==> config.mk <==
export PLATFORM = sky130hd
export DESIGN_NAME = t16c_timer
export DESIGN_NICKNAME = d
export VERILOG_FILES = /design/src/rtl/t16c_pkg.sv /design/src/rtl/t16c_timer.sv
export SDC_FILE = /design/constraint.sdc
export NUM_CORES = 1
export LEC_CHECK = 0
export CAP_MARGIN = 20
export CORE_ASPECT_RATIO = 0.9
export CORE_MARGIN = 2
export CORE_UTILIZATION = 65
export DETAILED_ROUTE_END_ITERATION = 7
export DONT_BUFFER_PORTS = 1
export PLACE_DENSITY = 0.83
export SLEW_MARGIN = 20
export SYNTH_ARGS = -nofsm -noshare
export SYNTH_HDL_FRONTEND = slang
export SYNTH_SLANG_ARGS = --single-unit
==> constraint.sdc <==
create_clock -name clock_i -period 3.8 [get_ports clock_i]
set_input_delay 0.38 -clock clock_i [delete_from_list [all_inputs] [get_ports clock_i]]
set_output_delay 0.38 -clock clock_i [all_outputs]
set_load 0.01 [all_outputs]
==> src/rtl/t16c_pkg.sv <==
// shared constants, mode codes and state layout of the 16-bit timer counter and capture block
package t16c_pkg;

  // ------------------------------------------------------------------
  // register byte offsets on the wishbone bus (one 32-bit word each)
  // ------------------------------------------------------------------
  localparam logic [7:0] ADDR_CTRL_A   = 8'h00;
  localparam logic [7:0] ADDR_CTRL_B   = 8'h04;
  localparam logic [7:0] ADDR_CNT_LO   = 8'h08;
  localparam logic [7:0] ADDR_CNT_HI   = 8'h0C;
  localparam logic [7:0] ADDR_CAP_LO   = 8'h10;
  localparam logic [7:0] ADDR_CAP_HI   = 8'h14;
  localparam logic [7:0] ADDR_CMPA_LO  = 8'h18;
  localparam logic [7:0] ADDR_CMPA_HI  = 8'h1C;
  localparam logic [7:0] ADDR_FLAGS    = 8'h20;
  localparam logic [7:0] ADDR_IRQ_EN   = 8'h24;
  localparam logic [7:0] ADDR_CMP_CS   = 8'h28;

  // ------------------------------------------------------------------
  // field positions
  // ------------------------------------------------------------------
  localparam int unsigned CTRLB_FILTER_BIT = 7;
  localparam int unsigned CTRLB_EDGE_BIT   = 6;
  localparam int unsigned CTRLB_WGM_HI_LSB = 3;
  localparam int unsigned CTRLB_CS_LSB     = 0;
  localparam int unsigned FLAG_OVF_BIT     = 0;
  localparam int unsigned FLAG_CAP_BIT     = 5;
  localparam int unsigned CMPCS_SEL_BIT    = 2;

  // ------------------------------------------------------------------
  // clock source codes and count limits
  // ------------------------------------------------------------------
  localparam logic [2:0]  CS_STOP       = 3'h0;
  localparam logic [2:0]  CS_DIRECT     = 3'h1;
  localparam logic [2:0]  CS_PRESC_BASE = 3'h2;
  localparam logic [2:0]  CS_EXT_FALL   = 3'h6;
  localparam logic [2:0]  CS_EXT_RISE   = 3'h7;
  localparam logic [15:0] TOP_8BIT      = 16'h00FF;
  localparam logic [15:0] TOP_9BIT      = 16'h01FF;
  localparam logic [15:0] TOP_10BIT     = 16'h03FF;
  localparam logic [15:0] COUNT_MAX     = 16'hFFFF;
  localparam logic [15:0] COUNT_BOTTOM  = 16'h0000;
  localparam int unsigned FILTER_SAMPLES = 4;

  // ------------------------------------------------------------------
  // waveform generation modes
  // ------------------------------------------------------------------
  typedef enum logic [3:0] {
    MODE_NORMAL    = 4'b0000, MODE_PC_8     = 4'b0001,
    MODE_PC_9      = 4'b0010, MODE_PC_10    = 4'b0011,
    MODE_CTC_CMP   = 4'b0100, MODE_FAST_8   = 4'b0101,
    MODE_FAST_9    = 4'b0110, MODE_FAST_10  = 4'b0111,
    MODE_PFC_CAP   = 4'b1000, MODE_PFC_CMP  = 4'b1001,
    MODE_PC_CAP    = 4'b1010, MODE_PC_CMP   = 4'b1011,
    MODE_CTC_CAP   = 4'b1100, MODE_RESERVED = 4'b1101,
    MODE_FAST_CAP  = 4'b1110, MODE_FAST_CMP = 4'b1111
  } t16c_mode_e;

  // ------------------------------------------------------------------
  // complete state of the block
  // ------------------------------------------------------------------
  typedef struct packed {
    logic [1:0]                wgm_lo;
    logic [7:0]                ctrl_b;
    logic                      cmp_sel;
    logic [15:0]               count;
    logic                      dir_down;
    logic [15:0]               capture;
    logic [15:0]               cmp_a;
    logic [7:0]                temp;
    logic                      ovf_flag;
    logic                      cap_flag;
    logic                      ovf_ie;
    logic                      cap_ie;
    logic                      src_meta;
    logic                      src_sync;
    logic [FILTER_SAMPLES-1:0] filt_sh;
    logic                      filt_out;
    logic                      edge_prev;
    logic                      tpin_meta;
    logic                      tpin_sync;
    logic                      tpin_prev;
    logic                      ack;
    logic [7:0]                rdata;
  } t16c_state_s;

  localparam t16c_state_s STATE_RESET = '0;

endpackage

==> src/rtl/t16c_timer.sv <==
// 16-bit timer counter unit with input capture, wishbone register slave
// Operation
// - holding register keeps value between accesses
// - clock select zero stops the counter
// - each tick clears, increments or decrements
// - upper location uses holding; lower read loads it
// - cpu counter write beats count or clear
// - counter accessible whether or not ticking
// - provide count, direction, top, bottom
// - overflow flag set per mode, interrupt source
// - matching edge copies counter into capture
// - capture flag sets with the copy
// - enabled flag interrupts; service or write-one clears
// - capture lower read first loads holding register
// - capture writable only in capture-top modes
// - comparator select switches source; clear flag after
// - both inputs synchronised; filter adds four cycles
// - capture input dead in capture-top modes
// - port-driven pin changes also trigger capture
// - filter output moves when four samples agree
// - filter enable bit, runs on system clock
// - new capture always overwrites old value
// - lower write loads holding plus byte together
// - top is fixed value, capture or compare
`timescale 1ns/1ps
`default_nettype none

module t16c_timer (
  input  wire logic        clock_i,
  input  wire logic        rst_n_i,
  input  wire logic        wb_cyc_i,
  input  wire logic        wb_stb_i,
  input  wire logic        wb_we_i,
  input  wire logic [7:0]  wb_adr_i,
  input  wire logic [3:0]  wb_sel_i,
  input  wire logic [31:0] wb_dat_i,
  output logic      [31:0] wb_dat_o,
  output logic             wb_ack_o,
  input  wire logic [3:0]  prescale_tick_i,
  input  wire logic        external_tick_pin_i,
  input  wire logic        capture_pin_i,
  input  wire logic        comparator_output_i,
  input  wire logic        overflow_irq_ack_i,
  input  wire logic        capture_irq_ack_i,
  output logic             overflow_irq_o,
  output logic             capture_irq_o,
  output logic      [15:0] count_value_o,
  output logic             count_down_o,
  output logic             top_o,
  output logic             bottom_o
);

  // ------------------------------------------------------------------
  // reset release
  // ------------------------------------------------------------------
  logic [1:0] rst_sync;
  logic       rst_n;

  // async assert, two-stage release so no flop sees a partial edge
  always_ff @(posedge clock_i or negedge rst_n_i) begin
    if (!rst_n_i) begin
      rst_sync <= 2'h0;
    end else begin
      rst_sync <= {rst_sync[0], 1'b1};
    end
  end
  assign rst_n = rst_sync[1];

  // ------------------------------------------------------------------
  // decode
  // ------------------------------------------------------------------
  t16c_pkg::t16c_state_s s;
  t16c_pkg::t16c_state_s next_s;
  t16c_pkg::t16c_mode_e  mode;
  logic [2:0]  cs;
  logic        req;
  logic        wr;
  logic        rd;
  logic [7:0]  wbyte;
  logic [15:0] wr_word;
  logic        wr_cnt_lo;
  logic        rd_cnt_lo;
  logic        rd_cap_lo;
  logic        wr_any_hi;
  logic        cap_top_mode;
  logic        dual_slope;
  logic        fast_mode;
  logic [15:0] top_val;
  logic        tick;
  logic        det_in;
  logic        cap_event;
  logic        flag_wr;

  assign mode = t16c_pkg::t16c_mode_e'({s.ctrl_b[t16c_pkg::CTRLB_WGM_HI_LSB +: 2], s.wgm_lo});
  assign cs   = s.ctrl_b[t16c_pkg::CTRLB_CS_LSB +: 3];

  // one access per bus cycle: the ack gate stops side effects repeating
  assign req       = wb_cyc_i & wb_stb_i & ~s.ack;
  assign wr        = req & wb_we_i & wb_sel_i[0];
  assign rd        = req & ~wb_we_i;
  assign wbyte     = wb_dat_i[7:0];
  assign wr_word   = {s.temp, wbyte};
  assign wr_cnt_lo = wr & (wb_adr_i == t16c_pkg::ADDR_CNT_LO);
  assign rd_cnt_lo = rd & (wb_adr_i == t16c_pkg::ADDR_CNT_LO);
  assign rd_cap_lo = rd & (wb_adr_i == t16c_pkg::ADDR_CAP_LO);
  assign flag_wr   = wr & (wb_adr_i == t16c_pkg::ADDR_FLAGS);
  assign wr_any_hi = wr & ((wb_adr_i == t16c_pkg::ADDR_CNT_HI) |
                           (wb_adr_i == t16c_pkg::ADDR_CAP_HI) |
                           (wb_adr_i == t16c_pkg::ADDR_CMPA_HI));

  // top value and slope class per mode
  always_comb begin
    cap_top_mode = 1'b0;
    dual_slope   = 1'b0;
    fast_mode    = 1'b0;
    top_val      = t16c_pkg::COUNT_MAX;
    case (mode)
      t16c_pkg::MODE_NORMAL:   top_val = t16c_pkg::COUNT_MAX;
      t16c_pkg::MODE_PC_8:     begin top_val = t16c_pkg::TOP_8BIT;  dual_slope = 1'b1; end
      t16c_pkg::MODE_PC_9:     begin top_val = t16c_pkg::TOP_9BIT;  dual_slope = 1'b1; end
      t16c_pkg::MODE_PC_10:    begin top_val = t16c_pkg::TOP_10BIT; dual_slope = 1'b1; end
      t16c_pkg::MODE_CTC_CMP:  top_val = s.cmp_a;
      t16c_pkg::MODE_FAST_8:   begin top_val = t16c_pkg::TOP_8BIT;  fast_mode = 1'b1; end
      t16c_pkg::MODE_FAST_9:   begin top_val = t16c_pkg::TOP_9BIT;  fast_mode = 1'b1; end
      t16c_pkg::MODE_FAST_10:  begin top_val = t16c_pkg::TOP_10BIT; fast_mode = 1'b1; end
      t16c_pkg::MODE_PFC_CAP,
      t16c_pkg::MODE_PC_CAP:   begin
        top_val      = s.capture;
        dual_slope   = 1'b1;
        cap_top_mode = 1'b1;
      end
      t16c_pkg::MODE_PFC_CMP,
      t16c_pkg::MODE_PC_CMP:   begin top_val = s.cmp_a; dual_slope = 1'b1; end
      t16c_pkg::MODE_CTC_CAP:  begin top_val = s.capture; cap_top_mode = 1'b1; end
      t16c_pkg::MODE_FAST_CAP: begin
        top_val      = s.capture;
        fast_mode    = 1'b1;
        cap_top_mode = 1'b1;
      end
      t16c_pkg::MODE_FAST_CMP: begin top_val = s.cmp_a; fast_mode = 1'b1; end
      default:                 top_val = t16c_pkg::COUNT_MAX; // reserved runs as normal
    endcase
  end

  // timer clock select; prescaler itself lives outside this block
  always_comb begin
    case (cs)
      t16c_pkg::CS_STOP:     tick = 1'b0;
      t16c_pkg::CS_DIRECT:   tick = 1'b1;
      t16c_pkg::CS_EXT_FALL: tick = s.tpin_prev & ~s.tpin_sync;
      t16c_pkg::CS_EXT_RISE: tick = ~s.tpin_prev & s.tpin_sync;
      default:               tick = prescale_tick_i[2'(cs - t16c_pkg::CS_PRESC_BASE)];
    endcase
  end

  // edge detector input: filtered or plain synchronised source
  assign det_in    = s.ctrl_b[t16c_pkg::CTRLB_FILTER_BIT] ? s.filt_out : s.src_sync;
  assign cap_event = (det_in != s.edge_prev) &
                     (det_in == s.ctrl_b[t16c_pkg::CTRLB_EDGE_BIT]) &
                     ~cap_top_mode;

  // ------------------------------------------------------------------
  // next state
  // ------------------------------------------------------------------
  always_comb begin
    next_s = s;

    // synchronisers; the meta stage feeds only the sync stage
    next_s.src_meta  = s.cmp_sel ? comparator_output_i : capture_pin_i;
    next_s.src_sync  = s.src_meta;
    next_s.tpin_meta = external_tick_pin_i;
    next_s.tpin_sync = s.tpin_meta;
    next_s.tpin_prev = s.tpin_sync;

    // noise filter: judged on the window with this sample in it, so it costs exactly four edges
    next_s.filt_sh = {s.filt_sh[t16c_pkg::FILTER_SAMPLES-2:0], s.src_sync};
    if (next_s.filt_sh == '1) begin
      next_s.filt_out = 1'b1;
    end else if (next_s.filt_sh == '0) begin
      next_s.filt_out = 1'b0;
    end
    next_s.edge_prev = det_in;

    // overflow clear goes before the count, so a set in the same cycle wins
    if ((flag_wr && wbyte[t16c_pkg::FLAG_OVF_BIT]) || overflow_irq_ack_i) begin
      next_s.ovf_flag = 1'b0;
    end

    // counter sequence
    if (tick) begin
      if (dual_slope) begin
        if (!s.dir_down) begin
          if (s.count >= top_val) begin
            next_s.dir_down = 1'b1;
            next_s.count    = s.count - 16'h0001;
          end else begin
            next_s.count = s.count + 16'h0001;
          end
        end else if (s.count == t16c_pkg::COUNT_BOTTOM) begin
          next_s.dir_down = 1'b0;
          next_s.count    = s.count + 16'h0001;
          next_s.ovf_flag = 1'b1;
        end else begin
          next_s.count = s.count - 16'h0001;
        end
      end else begin
        next_s.dir_down = 1'b0;
        if (s.count == top_val) begin
          next_s.count = t16c_pkg::COUNT_BOTTOM; // clear at top
        end else begin
          next_s.count = s.count + 16'h0001;
        end
        if ((fast_mode && s.count == top_val) || s.count == t16c_pkg::COUNT_MAX) begin
          next_s.ovf_flag = 1'b1;
        end
      end
    end

    // capture: always overwrites, flag in the same cycle
    if (cap_event) begin
      next_s.capture  = s.count;
      next_s.cap_flag = 1'b1;
    end

    // capture flag clear: service ack or write one; a coincident set wins
    if ((flag_wr && wbyte[t16c_pkg::FLAG_CAP_BIT]) || capture_irq_ack_i) begin
      next_s.cap_flag = cap_event;
    end

    // register writes; a counter write overrides any tick
    if (wr) begin
      case (wb_adr_i)
        t16c_pkg::ADDR_CTRL_A:  next_s.wgm_lo = wbyte[1:0];
        t16c_pkg::ADDR_CTRL_B:  next_s.ctrl_b = {wbyte[7:6], 1'b0, wbyte[4:0]};
        t16c_pkg::ADDR_CNT_HI,
        t16c_pkg::ADDR_CAP_HI,
        t16c_pkg::ADDR_CMPA_HI: next_s.temp = wbyte;
        t16c_pkg::ADDR_CNT_LO:  next_s.count = wr_word;
        t16c_pkg::ADDR_CAP_LO:  begin
          if (cap_top_mode) begin
            next_s.capture = wr_word;
          end
        end
        t16c_pkg::ADDR_CMPA_LO: next_s.cmp_a = wr_word;
        t16c_pkg::ADDR_IRQ_EN:  begin
          next_s.ovf_ie = wbyte[t16c_pkg::FLAG_OVF_BIT];
          next_s.cap_ie = wbyte[t16c_pkg::FLAG_CAP_BIT];
        end
        t16c_pkg::ADDR_CMP_CS:  next_s.cmp_sel = wbyte[t16c_pkg::CMPCS_SEL_BIT];
        default:                next_s.temp = s.temp; // unmapped writes vanish
      endcase
    end

    // register reads; counter and capture lower-byte reads latch the upper byte
    if (rd) begin
      case (wb_adr_i)
        t16c_pkg::ADDR_CTRL_A:  next_s.rdata = {6'h00, s.wgm_lo};
        t16c_pkg::ADDR_CTRL_B:  next_s.rdata = s.ctrl_b;
        t16c_pkg::ADDR_CNT_LO:  begin
          next_s.rdata = s.count[7:0];
          next_s.temp  = s.count[15:8];
        end
        t16c_pkg::ADDR_CAP_LO:  begin
          next_s.rdata = s.capture[7:0];
          next_s.temp  = s.capture[15:8];
        end
        t16c_pkg::ADDR_CNT_HI,
        t16c_pkg::ADDR_CAP_HI:  next_s.rdata = s.temp;
        t16c_pkg::ADDR_CMPA_LO: next_s.rdata = s.cmp_a[7:0];
        t16c_pkg::ADDR_CMPA_HI: next_s.rdata = s.cmp_a[15:8];
        t16c_pkg::ADDR_FLAGS:   begin
          next_s.rdata = 8'h00;
          next_s.rdata[t16c_pkg::FLAG_OVF_BIT] = s.ovf_flag;
          next_s.rdata[t16c_pkg::FLAG_CAP_BIT] = s.cap_flag;
        end
        t16c_pkg::ADDR_IRQ_EN:  begin
          next_s.rdata = 8'h00;
          next_s.rdata[t16c_pkg::FLAG_OVF_BIT] = s.ovf_ie;
          next_s.rdata[t16c_pkg::FLAG_CAP_BIT] = s.cap_ie;
        end
        t16c_pkg::ADDR_CMP_CS:  begin
          next_s.rdata = 8'h00;
          next_s.rdata[t16c_pkg::CMPCS_SEL_BIT] = s.cmp_sel;
        end
        default:                next_s.rdata = 8'h00;
      endcase
    end

    // single-cycle ack, dropped the cycle after
    next_s.ack = req;
  end

  // the one state register
  always_ff @(posedge clock_i or negedge rst_n) begin
    if (!rst_n) begin
      s <= t16c_pkg::STATE_RESET;
    end else begin
      s <= next_s;
    end
  end

  // ------------------------------------------------------------------
  // outputs
  // ------------------------------------------------------------------
  assign wb_dat_o       = {24'h00_0000, s.rdata};
  assign wb_ack_o       = s.ack;
  assign overflow_irq_o = s.ovf_flag & s.ovf_ie;
  assign capture_irq_o  = s.cap_flag & s.cap_ie;
  assign count_value_o  = s.count;
  assign count_down_o   = s.dir_down;
  assign top_o          = (s.count == top_val);
  assign bottom_o       = (s.count == t16c_pkg::COUNT_BOTTOM);
endmodule

`default_nettype wire

==> flow_summary.json <==
{
  "outcome": "complete, no violations",
  "area_growth_synth_to_finish_pct": 5.153,
  "synth_enable_flop_cells": 0,
  "type_of_destination_of_the_critical_path": "register",
  "ir_drop_mv": 0.2308,
  "antenna_found_initial": 1,
  "synth.cell_area_um2": 6167,
  "power.static_leakage_nw": 2.839,
  "yosysUniqueCellTypes": 71,
  "postSynthCellCount": 693,
  "slew_headroom_pct": 49.37,
  "critPathMaxFanout": 16,
  "share_seq_of_total_power_pct": 53.0,
  "cts_tree": "yes",
  "clk-insertion-delay-late_ps": 360,
  "slew_violations": 0,
  "netSwitchingPower_uw": 573.8,
  "die_w_um": 106.7,
  "synth.ff_latch_count": 92,
  "place_hpwl_mm": 12.96,
  "clock_sinks": 92,
  "dominant_synthesized_flop_cell": "sky130_fd_sc_hd__dfrtp_1",
  "detailedRoute.firstIterationViolations": 737,
  "clockRootBuffer": "sky130_fd_sc_hd__clkbuf_8",
  "cp_slowest_cell": "sky130_fd_sc_hd__dfrtp_1",
  "routed_via_density": 6.802,
  "grt_overflow": 0,
  "htree_levels": 3,
  "timing.final.crit_period_ps": 3678,
  "netlist.area_leader.share_pct": 37.33,
  "power_frac_clock_pct": 37.2,
  "yosys.cell_count.top_type": "sky130_fd_sc_hd__dfrtp_1",
  "layout.nets": 758,
  "clockBufferDepth": 2,
  "critPathMaxStageDelay_ps": 510,
  "detail-route-antenna-nets": 0,
  "num_io_pins": 112,
  "rows": 33,
  "worst-endpoint-arrival_ps": 3930,
  "finalWeightedCongestion": 1.015,
  "worst_path_dominant_cell_family": "simple AND/OR/NAND/NOR gates",
  "cts_made_buffers": 9,
  "crit_top_cell": "sky130_fd_sc_hd__buf_4",
  "globalRouteTotalUtil_pct": 35.80,
  "finalCritPeriodShare_pct": 96.78,
  "hold_slack_ps": 30.32,
  "largest_net_degree_at_the_start_of_global_routing": 59,
  "worst_clock_skew_ps": 11.33,
  "max_freq_mhz": 271.9,
  "power_frac_comb_pct": 9.9,
  "clkSlewWorstSetupHoldPaths_ps": 100,
  "layout.filler_cells": 723,
  "initial_utilization_pct": 67.28,
  "yosysTopAreaCell": "sky130_fd_sc_hd__dfrtp_1",
  "swShare_pct": 28.02,
  "die_y_um": 96.41,
  "setup.worst_path.class": "reg2reg",
  "crit_path_cell_trace": "buf_4 > o22ai_1 > nand2_1 > o21ai_0 > ha_1 > nand4_1 > nor4_4 > buf_4 > o2111ai_1 > o211ai_2 > and2_4 > nor3_1 > or4_1 > a32o_1",
  "routed_wl_mm": 18.29,
  "setup.worst_path.start_class": "register",
  "finalHoldViolations": 0,
  "first_pass_grt_wire_length_mm": 27.96,
  "coreArea_um2": 9166,
  "seq_area_frac_synth_pct": 37.33,
  "die_area_um2": 10280,
  "path_buf_inv": 2,
  "synth_warnings": 0,
  "totalPowerFinal_mw": 2.048,
  "route.vias.total": 5510,
  "post_route_cells_drive_above_1_share_pct": 16.59,
  "min-delay-path-class": "in2reg",
  "worst-endpoint-required_ps": 4050,
  "max-cap-violations": 0,
  "detail_route.wl_per_cell_um": 22.57,
  "powerDensity_nw_per_um2": 315.8,
  "intPower_mw": 1.474,
  "yosys-top-cells-count": "sky130_fd_sc_hd__dfrtp_1, sky130_fd_sc_hd__nor2_1, sky130_fd_sc_hd__a21oi_1",
  "placement.io_buffers": 0,
  "postSynth.asyncResetShare_pct": 100.0,
  "dr.pass1.iters": 6,
  "drcViolationCount": 0,
  "worstMarginPinSlew_ps": 759.5,
  "first_global_vias": 5232,
  "main_area_contributors_after_synthesis": "sky130_fd_sc_hd__dfrtp_1, sky130_fd_sc_hd__buf_4, sky130_fd_sc_hd__mux2i_1",
  "post_synthesis_area_per_instance_um2": 8.899,
  "finalSetupViolCount": 0
}
-- cells by family after synthesis --
group	Yosys count	synth area share, %
buffers and inverters	109	10.00
AO/OA/AOI/OAI	178	18.91
other	2	0.1218
XOR/XNOR	5	0.7102
flip-flops	92	37.33
adder cells (fa/ha/maj)	18	3.652
multiplexers	64	11.18
AND/OR/NAND/NOR	225	18.10
-- cells in the final DEF, fill, tap and decap left out, types with 8 or more instances in the layout --
master                     instances
sky130_fd_sc_hd__mux2i_1          34
sky130_fd_sc_hd__nand3_1          24
sky130_fd_sc_hd__dfrtp_1          89
sky130_fd_sc_hd__nand2b_1         10
sky130_fd_sc_hd__o21ai_0          20
sky130_fd_sc_hd__mux2_2           29
sky130_fd_sc_hd__nor2_1           84
sky130_fd_sc_hd__a221oi_1         10
sky130_fd_sc_hd__a21oi_1          57
sky130_fd_sc_hd__nand2_1          28
sky130_fd_sc_hd__clkbuf_8          9
sky130_fd_sc_hd__a22o_1            8
sky130_fd_sc_hd__buf_4            45
sky130_fd_sc_hd__a31oi_1          16
sky130_fd_sc_hd__inv_1            18
sky130_fd_sc_hd__ha_1             18
sky130_fd_sc_hd__o22ai_1          17
sky130_fd_sc_hd__nor3_1           20
sky130_fd_sc_hd__a22oi_1          15
sky130_fd_sc_hd__conb_1           25
-- what timing repair did --
action	in CTS	in global routing
endpoints found under the setup margin	1	15
pin swaps	0	3
endpoints found under the hold margin	2	0
hold buffers	1	0
gates cloned	0	0
setup buffers	0	5
resized for setup	1	8
-- area by class of cell --
cell class	count	area, µm²	area share, %
inverters	18	67.56	1.042
clock inverters	6	93.84	1.447
multi-input cells	515	3385	52.19
well taps	122	152.6	2.354
diodes	1	2.502	0.03859
repair buffers	46	347.8	5.364
flip-flops and latches	92	2308	35.60
clock buffers	10	127.6	1.968
-- path summary, 6_finish.rpt --
check,startpoint,to,slack [ps],depth (start not counted)
setup / recovery,mode[0]$_DFFE_PN0P_,count_value_o[5]$_DFF_PN0_,120,14
hold / removal,external_tick_pin_i,next_s[10]$_DFF_PN0_,30,0
setup reg to reg,mode[0]$_DFFE_PN0P_,count_value_o[5]$_DFF_PN0_,120,14
hold reg to reg,next_s[10]$_DFF_PN0_,next_s[9]$_DFF_PN0_,360,0
max in group asynchronous,rst_sync[1]$_DFF_PN0_,mode[3]$_DFFE_PN0P_,2410,1
min in group asynchronous,rst_n_i,rst_sync[0]$_DFF_PN0_,230,1
-- flip-flops by register name, indices dropped and copies added, names as in the netlist --
signal         cells
wb_ack_o           1
count_down_o       1
s                 50
count_value_o     16
cs                 3
wb_dat_o           8
rst_sync           2
next_s             7
mode               4
-- through the flow --
| stage | cells | TNS [ps] | utilization (%) | setup WS (ps) | cell area (µm²) |
|---|---|---|---|---|---|
| detailed placement | 787 | 0 | 67.39 | 11.72 | 6177 |
| CTS | 804 | 0 | 69.98 | 90.08 | 6415 |
| global placement | 787 | 0 | 67.39 | 90.66 | 6177 |
| floorplan | 716 | 0 | - | 393.9 | 6254 |
| finish | 810 | 0 | 70.75 | 122.2 | 6485 |
| global route | 810 | -56.61 | 70.75 | -38.69 | 6485 |
-- power groups by stage --
stage	Sequential [mW]	Combinational [mW]	Clock, mW
floorplan	1.07	0.210	0
global placement	1.10	0.182	0
detailed placement	1.10	0.194	0
CTS	1.08	0.196	0.760
global route	1.09	0.224	0.802
finish	1.08	0.202	0.761
-- layer usage --
layer	global-route usage [%]	share of wire, %
met1	46.69	38
met2	58.01	46
met3	9.188	12
met4	13.96	3.7
met5	0	0
Power figures use the tool's default switching activity.
